File: src/core/rcl_map.svh
/*
  constants of the remote control command logic: register offsets,
  reset values and timing counts.
  assumes a 20 MHz reference clock and an APB slave with 32-bit data.
*/
`ifndef RCL_MAP_SVH
`define RCL_MAP_SVH
// ----------------------------------------
// register offsets (byte addresses)
// ----------------------------------------
`define RCL_OFS_CTRL 12'h000
`define RCL_OFS_STAT 12'h004
`define RCL_OFS_LEVEL 12'h008
`define RCL_OFS_LIMIT 12'h00C
// ----------------------------------------
// field positions
// ----------------------------------------
`define RCL_CTRL_LOCAL_INH 0
`define RCL_STAT_ON 0
`define RCL_STAT_INH 1
`define RCL_STAT_SEG9 2
`define RCL_STAT_PRESET_LSB 4
// ----------------------------------------
// reset values
// ----------------------------------------
`define RCL_LIMIT_RST 8'hFF
`define RCL_PRESET_LOW_RST 8'h40
`define RCL_PRESET_MED_RST 8'h80
`define RCL_PRESET_HIGH_RST 8'hC0
// ----------------------------------------
// timing
// ----------------------------------------
`define RCL_CLK_HZ 20000000
`define RCL_SEL_MIN_MS 100
`define RCL_SEL_MIN_CYC ((`RCL_CLK_HZ / 1000) * `RCL_SEL_MIN_MS)
`define RCL_DEB_US 1
`define RCL_DEB_CYC ((`RCL_CLK_HZ / 1000000) * `RCL_DEB_US)
`define RCL_RAMP_MS 10
`define RCL_RAMP_CYC ((`RCL_CLK_HZ / 1000) * `RCL_RAMP_MS)
`endif

File: src/core/rcl_pkg.sv
/*
  types of the remote control command logic.
  assumes rcl_map.svh is on the include path.
*/
package rcl_pkg;
  // power level selected by the operator
  typedef enum logic [2:0] {
    RCL_LVL_LOW = 3'b001,
    RCL_LVL_MED = 3'b010,
    RCL_LVL_HIGH = 3'b100
  } rcl_lvl_t;
  // transmitter power state
  typedef enum logic [1:0] {
    RCL_ST_OFF = 2'b01,
    RCL_ST_ON = 2'b10
  } rcl_state_t;
endpackage

File: src/core/rcl_core.sv
/*
  remote control command logic: remote inputs acting as panel buttons,
  amplifier inhibit, level select, raise/lower ramp, open-collector status.
  assumes remote inputs are asynchronous to i_ref_clk and that an
  APB master on the same clock reaches the registers.
*/
// Design decisions made here: the register offsets and the APB slave port.
// Operation
// remote input acts like matching panel button
// status sinks low while matching indicator lit
// off command switches amplifier supply off
// inhibit holds amplifier modules off, zero RF
// inhibit release restores previous power level
// inhibit keeps supply on, no red fault
// inhibit lights diagnostic segment nine red
// qualified level pulse turns on at level
// level pulse while on changes level seamlessly
// raise ramps power up until limit
// lower ramps power down until zero
// inhibit input is not a safety interlock
// inputs synchronized, debounced, short pulses ignored
`timescale 1ns/1ps
`include "rcl_map.svh"
module rcl_core #(
  parameter int SEL_MIN_CYC = `RCL_SEL_MIN_CYC,
  parameter int RAMP_CYC = `RCL_RAMP_CYC,
  parameter int DEB_CYC = `RCL_DEB_CYC
) (
  input wire logic i_ref_clk, // system clock 20 MHz
  input wire logic i_reset_n, // async reset, active low
  input wire logic i_rem_off, // remote off command
  input wire logic i_rem_inhibit, // remote amplifier inhibit
  input wire logic i_rem_low, // remote low level select
  input wire logic i_rem_med, // remote medium level select
  input wire logic i_rem_high, // remote high level select
  input wire logic i_rem_raise, // remote raise
  input wire logic i_rem_lower, // remote lower
  input wire logic i_fault_lit, // local fault indicator lit
  input wire logic i_psel, // apb select
  input wire logic i_penable, // apb enable
  input wire logic i_pwrite, // apb direction
  input wire logic [11:0] i_paddr, // apb byte address
  input wire logic [31:0] i_pwdata, // apb write data
  output logic [31:0] o_prdata, // apb read data
  output logic o_pready, // apb ready
  output logic o_pslverr, // apb error
  output logic o_pa_supply_on, // amplifier supply enable
  output logic o_mod_enable, // modulator drive to amplifier modules
  output logic [7:0] o_power_level, // power setpoint to modulator
  output logic o_seg9_red, // diagnostic display segment nine
  output logic o_stat_on_n, // status sink: transmitter on
  output logic o_stat_inh_n, // status sink: inhibit active
  output logic o_stat_fault_n, // status sink: fault lit
  output rcl_pkg::rcl_lvl_t o_level // selected level
);
  import rcl_pkg::*;

  localparam int NIN = 7;
  localparam int CW = 22;

  // ----------------------------------------
  // reset release
  // ----------------------------------------
  logic [1:0] rst_sync_r;
  logic rst_n;
  // both stages clear at once when the pin drops; release ripples
  // through two edges, so no flop leaves reset on a marginal edge
  always_ff @(posedge i_ref_clk or negedge i_reset_n) begin
    if (!i_reset_n) begin
      rst_sync_r <= 2'b00;
    end else begin
      rst_sync_r <= {rst_sync_r[0], 1'b1};
    end
  end
  // every other process resets from this copy only
  assign rst_n = rst_sync_r[1];

  // ----------------------------------------
  // input synchronizer and debounce
  // ----------------------------------------
  // three stages; a change counts once stages two and three agree
  logic [NIN-1:0] raw;
  logic [NIN-1:0] s1_r, s2_r, s3_r;
  logic [NIN-1:0] deb_r;
  // one counter per input, so a bouncing line never stalls the others
  logic [CW-1:0] deb_cnt_r [NIN];
  assign raw = {i_rem_lower, i_rem_raise, i_rem_high, i_rem_med, i_rem_low,
                i_rem_inhibit, i_rem_off};
  always_ff @(posedge i_ref_clk or negedge rst_n) begin
    if (!rst_n) begin
      s1_r <= '0;
      s2_r <= '0;
      s3_r <= '0;
    end else begin
      s1_r <= raw;
      s2_r <= s1_r;
      s3_r <= s2_r;
    end
  end
  // a level must stand stable for DEB_CYC before it is accepted
  always_ff @(posedge i_ref_clk or negedge rst_n) begin
    if (!rst_n) begin
      deb_r <= '0;
      for (int i = 0; i < NIN; i++) deb_cnt_r[i] <= '0;
    end else begin
      for (int i = 0; i < NIN; i++) begin
        if (s2_r[i] != s3_r[i] || s3_r[i] == deb_r[i]) begin
          deb_cnt_r[i] <= '0;
        end else if (deb_cnt_r[i] >= CW'(DEB_CYC - 1)) begin
          deb_r[i] <= s3_r[i];
          deb_cnt_r[i] <= '0;
        end else begin
          deb_cnt_r[i] <= deb_cnt_r[i] + 1'b1;
        end
      end
    end
  end

  // ----------------------------------------
  // registers
  // ----------------------------------------
  logic local_inh_r;
  logic [7:0] limit_r;
  logic [7:0] preset_r [3];
  logic apb_wr, apb_rd;
  // writes land at the access edge; read data is launched at the setup edge,
  // so neither direction needs a wait state
  assign apb_wr = i_psel && i_penable && i_pwrite;
  assign apb_rd = i_psel && !i_penable && !i_pwrite;

  // local inhibit switch and power limit are software-set
  always_ff @(posedge i_ref_clk or negedge rst_n) begin
    if (!rst_n) begin
      local_inh_r <= 1'b0;
      limit_r <= `RCL_LIMIT_RST;
    end else if (apb_wr) begin
      if (i_paddr == `RCL_OFS_CTRL) local_inh_r <= i_pwdata[`RCL_CTRL_LOCAL_INH];
      if (i_paddr == `RCL_OFS_LIMIT) limit_r <= i_pwdata[7:0];
    end
  end

  // ----------------------------------------
  // level select qualification
  // ----------------------------------------
  logic [CW-1:0] sel_cnt_r;
  logic sel_fired_r;
  logic sel_pulse;
  logic [2:0] sel_in;
  logic [2:0] sel_lvl_r;
  assign sel_in = deb_r[4:2];
  // one select must be held SEL_MIN_CYC; shorter pulses are dropped
  always_ff @(posedge i_ref_clk or negedge rst_n) begin
    if (!rst_n) begin
      sel_cnt_r <= '0;
      sel_fired_r <= 1'b0;
      sel_lvl_r <= 3'b000;
    end else if (sel_in == 3'b000 || sel_in != sel_lvl_r) begin
      sel_cnt_r <= '0;
      sel_fired_r <= 1'b0;
      sel_lvl_r <= sel_in;
    end else if (!sel_fired_r && sel_cnt_r >= CW'(SEL_MIN_CYC - 1)) begin
      sel_fired_r <= 1'b1;
    end else if (!sel_fired_r) begin
      sel_cnt_r <= sel_cnt_r + 1'b1;
    end
  end
  // single-cycle strike on the edge that sets sel_fired_r; two selects at once
  // fail the one-hot test, so a crossed contact pair is ignored
  assign sel_pulse = !sel_fired_r && sel_in != 3'b000 && sel_in == sel_lvl_r
                     && (sel_in == 3'b001 || sel_in == 3'b010 || sel_in == 3'b100)
                     && sel_cnt_r >= CW'(SEL_MIN_CYC - 1);

  // one-hot level to preset slot; an illegal code takes the slot of its highest set bit, zero falls to the low slot
  function automatic logic [1:0] lvl_idx(input logic [2:0] l);
    lvl_idx = l[2] ? 2'h2 : (l[1] ? 2'h1 : 2'h0);
  endfunction

  // ----------------------------------------
  // power state machine
  // ----------------------------------------
  rcl_state_t state_r;
  rcl_lvl_t level_r;
  // the level follows a select only on its qualifying edge, never while held
  // off wins over a simultaneous select, like the panel off button
  always_ff @(posedge i_ref_clk or negedge rst_n) begin
    if (!rst_n) begin
      state_r <= RCL_ST_OFF;
      level_r <= RCL_LVL_LOW;
    end else begin
      case (state_r)
        RCL_ST_OFF: begin
          if (!deb_r[0] && sel_pulse) begin
            state_r <= RCL_ST_ON;
            level_r <= rcl_lvl_t'(sel_in);
          end
        end
        RCL_ST_ON: begin
          if (deb_r[0]) begin
            state_r <= RCL_ST_OFF;
          end else if (sel_pulse) begin
            level_r <= rcl_lvl_t'(sel_in);
          end
        end
        default: state_r <= RCL_ST_OFF;
      endcase
    end
  end

  // ----------------------------------------
  // raise / lower ramp of the level presets
  // ----------------------------------------
  logic [CW-1:0] ramp_cnt_r;
  logic ramp_tick;
  logic [1:0] cur_idx;
  // preset slot of the level in use
  assign cur_idx = lvl_idx(level_r);
  // step timer runs only while exactly one of raise and lower is held
  assign ramp_tick = ramp_cnt_r >= CW'(RAMP_CYC - 1);
  always_ff @(posedge i_ref_clk or negedge rst_n) begin
    if (!rst_n) begin
      ramp_cnt_r <= '0;
    end else if (ramp_tick || deb_r[5] == deb_r[6]) begin
      ramp_cnt_r <= '0;
    end else begin
      ramp_cnt_r <= ramp_cnt_r + 1'b1;
    end
  end
  // presets are remembered per level, so each select returns to its own set power
  // limitation: a lowered limit pulls a preset down only on a step edge, so a
  // limit write alone leaves the preset above it until raise or lower is used
  always_ff @(posedge i_ref_clk or negedge rst_n) begin
    if (!rst_n) begin
      preset_r[0] <= `RCL_PRESET_LOW_RST;
      preset_r[1] <= `RCL_PRESET_MED_RST;
      preset_r[2] <= `RCL_PRESET_HIGH_RST;
    end else if (state_r == RCL_ST_ON && ramp_tick) begin
      if (deb_r[5] && preset_r[cur_idx] < limit_r) begin
        preset_r[cur_idx] <= preset_r[cur_idx] + 8'h01;
      end else if (deb_r[6] && preset_r[cur_idx] != 8'h00) begin
        preset_r[cur_idx] <= preset_r[cur_idx] - 8'h01;
      end else if (preset_r[cur_idx] > limit_r) begin
        preset_r[cur_idx] <= limit_r;
      end
    end
  end

  // ----------------------------------------
  // outputs
  // ----------------------------------------
  logic inh_any;
  logic is_on;
  // the inhibit only gates modulator drive and the setpoint output; the preset is untouched, and
  // it is not a safety path: RF returns as soon as it drops
  assign inh_any = deb_r[1] || local_inh_r;
  assign is_on = state_r == RCL_ST_ON;
  // all outputs registered, so the terminal strips never see a decode glitch
  always_ff @(posedge i_ref_clk or negedge rst_n) begin
    if (!rst_n) begin
      o_pa_supply_on <= 1'b0;
      o_mod_enable <= 1'b0;
      o_power_level <= 8'h00;
      o_seg9_red <= 1'b0;
      o_stat_on_n <= 1'b1;
      o_stat_inh_n <= 1'b1;
      o_stat_fault_n <= 1'b1;
      o_level <= RCL_LVL_LOW;
    end else begin
      o_pa_supply_on <= is_on;
      o_mod_enable <= is_on && !inh_any;
      o_power_level <= (is_on && !inh_any) ? preset_r[cur_idx] : 8'h00;
      o_seg9_red <= inh_any;
      o_stat_on_n <= !is_on;
      o_stat_inh_n <= !inh_any;
      o_stat_fault_n <= !i_fault_lit;
      o_level <= level_r;
    end
  end

  // ----------------------------------------
  // apb slave: zero wait states, error on unmapped
  // ----------------------------------------
  // only the four word offsets answer without an error
  logic mapped;
  assign mapped = i_paddr == `RCL_OFS_CTRL || i_paddr == `RCL_OFS_STAT
                  || i_paddr == `RCL_OFS_LEVEL || i_paddr == `RCL_OFS_LIMIT;
  always_ff @(posedge i_ref_clk or negedge rst_n) begin
    if (!rst_n) begin
      o_prdata <= 32'h00000000;
      o_pready <= 1'b0;
      o_pslverr <= 1'b0;
    end else begin
      o_pready <= i_psel && !i_penable;
      o_pslverr <= i_psel && !i_penable && !mapped;
      // status bit two is the segment output as it stood a cycle earlier
      if (apb_rd) begin
        case (i_paddr)
          `RCL_OFS_CTRL: o_prdata <= {31'h0, local_inh_r};
          `RCL_OFS_STAT: o_prdata <= {20'h00000, preset_r[cur_idx], 1'b0, o_seg9_red,
                                      inh_any, is_on};
          `RCL_OFS_LEVEL: o_prdata <= {29'h0, level_r};
          `RCL_OFS_LIMIT: o_prdata <= {24'h0, limit_r};
          default: o_prdata <= 32'h00000000;
        endcase
      end
    end
  end
endmodule

File: config.mk
export PLATFORM = sky130hd
export DESIGN_NAME = rcl_core
export DESIGN_NICKNAME = d
export VERILOG_FILES = /design/src/core/rcl_pkg.sv /design/src/core/rcl_core.sv
export VERILOG_INCLUDE_DIRS = /design/src /design/src/core
export SDC_FILE = /design/constraint.sdc
export NUM_CORES = 1
export LEC_CHECK = 0
export ABC_CLOCK_PERIOD_IN_PS = 21400
export BUFFER_PORTS_ARGS = -buffer_cell sky130_fd_sc_hd__buf_2
export CORE_ASPECT_RATIO = 0.6
export CORE_UTILIZATION = 45
export CTS_CLUSTER_SIZE = 28
export DETAILED_ROUTE_END_ITERATION = 10
export PLACE_DENSITY_LB_ADDON = 0.05
export SLEW_MARGIN = 0
export SYNTH_ARGS = -nofsm -noshare
export SYNTH_HDL_FRONTEND = slang
export SYNTH_SLANG_ARGS = --single-unit
File: constraint.sdc
create_clock -name i_ref_clk -period 21.4 [get_ports i_ref_clk]
set_input_delay 0 -clock i_ref_clk [delete_from_list [all_inputs] [get_ports i_ref_clk]]
set_output_delay 0 -clock i_ref_clk [all_outputs]
set_load 0.05 [all_outputs]
==> reports/results.txt <==
width of the die: 212 um
period utilization: 20.5%
Fin. Hold Viols: 0
I/O Buffers: 63
Nets: 1290
wire length per cell: 13.6 um
most common cell after layout, fill and taps aside: dfrtp_1
area of the die: 27000 sq um
RSZ-0062 raised after global routing: false
Reg2Reg Launch Point: level_r[1]
post_cts resized: 0
startpoint type of the worst setup path: flip-flop
final wirelength: 21.7 mm
vias in the first global route: 7113
HP Class: input pin to flip-flop
P_leak: 6.68 nW
GRT Total Usage: 17.0%
Root Buffer: clkbuf_16
clock power share: 44.6%
flops & latches, synth: 301
initial core utilization: 46.4%
DP HPWL: 14.7 mm
Slew Viols, Final: 0
Rows: 45
drc violations: 0
clock slew at reported path FFs: 0.06 ns
Worst R2R Setup Slack: 17.00 ns
Crit path required time: 21.81 ns
WS Path Type: flip-flop to flip-flop
Final ANT Viol Nets: 0
CTS tree: built
Crit. Startpoint: level_r[1]
Clock Skew: 0.0243 ns
FF-to-FF path depth: 10
global placement routability congestion: 0.847
Comb pwr share: 4.3%
Synth async-reset ratio: 100%
layout cells sized above 1: 14.0%
mean post-synth cell area: 12.0 sq um
Peak VDD IR: 0.0597 mV
clock period minus worst slack: 4.40 ns
maximum fanout along the worst path: 18
CTS Hold Bufs: 26
final setup violation count: 0
Syn Inst Count: 991
WP data arrival: 4.81 ns
Worst slew margin: 22.5%
switching power total: 0.000256 W
initial antenna violation count: 0
pre-CTS WS: 17.04 ns
largest net degree at the start of global routing: 145
P_int: 0.000914 W
Final WS setup: 17.00 ns
vias per cell: 4.60
Post-synth EDFFs: 0
outcome: completed
reg-to-reg endpoint: preset_r[23]
I/O pins: 108
htree depth: 1
post-CTS setup buffers: 0
mapped cell area: 11900 sq um
1st-pass router iterations: 5
Core Region: 25600 sq um
DR iter-0 viols: 405
synthesis warning total: 0
Sw Ratio: 21.9%
synth unique cells: 68
maximum operating frequency: 0.227 GHz
clk buf depth: 3
Crit. End Element: flip-flop
PD cells: 82.7 nW/um^2
first-pass GRT wire length: 36.6 mm
Worst-Skew Late Latency: 0.55 ns
Seq/Total Area, Yosys: 63.7%
Area growth syn-to-layout: 19.3%
fin util: 55.3%
DR vias: 7310
max cap viols: 0
Reg power frac: 51.1%
commonest cells after routing, fill and taps aside: dfrtp_1, conb_1, nor2_1
Synth Flop Type: dfrtp_1
Worst setup endpoint: preset_r[23]
Die H: 128 um
number of buffers created by CTS: 28
GRT Residual Overflow: 0
TNS Setup: 0 ns
clock sinks: 301
Slew @ Worst Pin: 1.15 ns
-- through the flow --
step	total power [W]	hold slack (ns)	instances	cell area [sq um]
after floorplan	0.000646	-0.296	1133	12400
after global placement	0.000656	-0.213	1509	12900
after detailed placement	0.000656	-0.210	1509	12900
after CTS	0.00119	0.00894	1587	14100
after global routing	0.00122	0.0329	1587	14100
final	0.00117	0.0175	1588	14100
-- state kept, by name, summed over array words and instances, names as in the netlist, 7 cells and up --
register,cells
s2_r,7
limit_r,8
preset_r,24
deb_cnt_r,154
ramp_cnt_r,22
sel_cnt_r,22
o_prdata,12
s1_r,7
deb_r,7
o_power_level,8
s3_r,7
-- per-layer routing --
| layer | vias to the layer above | GRT usage (%) | share of wire (%) |
|---|---|---|---|
| met1 | 3440 | 27.7 | 55 |
| met4 | 0 | 4.05 | 1.8 |
| met5 | - | 0 | 0 |
| met3 | 28 | 3.80 | 4.6 |
| met2 | 115 | 22.6 | 39 |
| li1 | 3727 | - | - |
-- synthesized netlist by cell type (3+ instances only) --
cell type  count  share of area (%)
or3_1          8               0.42
nand4_1        8               0.42
buf_6          4               0.38
or4_1          7               0.44
nor3_1        17               0.72
mux2_1         7               0.67
nand3_1       55                2.3
a31oi_1        4               0.21
xnor2_1       24                1.8
clkbuf_1      14               0.44
dfrtp_1      283                 60
mux2_2        17                1.6
o31ai_1       18                1.1
nand2_1       73                2.3
o21a_1         9               0.57
xor2_1        25                1.8
or2_2          3               0.16
ha_1          20                2.1
nor2b_1       10               0.53
nor4_1        31                1.6
o211ai_1      16                1.0
o22a_1         3               0.22
buf_4         21                1.3
nor2_1       105                3.3
a21oi_1       24                1.0
and3_1        15               0.79
buf_2          3               0.13
inv_1         38                1.2
dfstp_2       18                4.0
o21ai_0       50                2.1
nand2b_1       5               0.26
mux2i_1        9               0.76
a211oi_1       3               0.19
-- cell families after synthesis --
group                      share of synthesized area (%)
AOI/OAI and AO/OA                                   8.12
xor gates and xnor gates                            3.62
adders and majority gates                           2.11
buffers and inverters                               3.75
DFF                                                 63.7
muxes                                               3.79
other                                             0.0634
and+or+nand+nor                                     14.8
-- how the worst min path moves through the flow --
stage	startpoint	endpoint	slack (ns)	depth (start not counted)
after floorplan	i_reset_n	rst_sync_r[0]	-0.30	0
after CTS	i_psel	limit_r[5]	0.009	6
after global routing	i_psel	limit_r[5]	0.03	6
after detailed placement	i_reset_n	rst_sync_r[0]	-0.21	1
after global placement	i_reset_n	rst_sync_r[0]	-0.21	1
final	i_paddr[4]	o_pslverr	0.02	4
-- power groups by stage --
stage | clock network (W) | registers, W | logic [W]
finish | 0.000522 | 0.000598 | 0.0000505
global route | 0.000561 | 0.000601 | 0.0000573
CTS | 0.000540 | 0.000599 | 0.0000507
detailed placement | 0 | 0.000609 | 0.0000471
global placement | 0 | 0.000609 | 0.0000470
floorplan | 0 | 0.000613 | 0.0000331
-- cell type report --
type | instances | area (sq um)
multi-input combinational | 749 | 4390
inverter | 39 | 146
tap | 352 | 440
timing repair buffer | 94 | 626
clock buffer | 43 | 827
sequential | 301 | 7560
clock inverter | 9 | 159
fill | 2257 | 11400
antenna | 1 | 2.50
-- critical path, stage by stage, from the launching register on --
cell      delay [ns]
dfrtp_1         0.91
mux2i_1         0.39
o21a_1          0.43
inv_1           0.18
ha_1            0.32
o211ai_1        0.10
a21oi_1         0.21
nor2_1          0.73
o311ai_4        0.19
nor2_2          0.40
mux2_1          0.37
(Power assumes the default switching activity.)
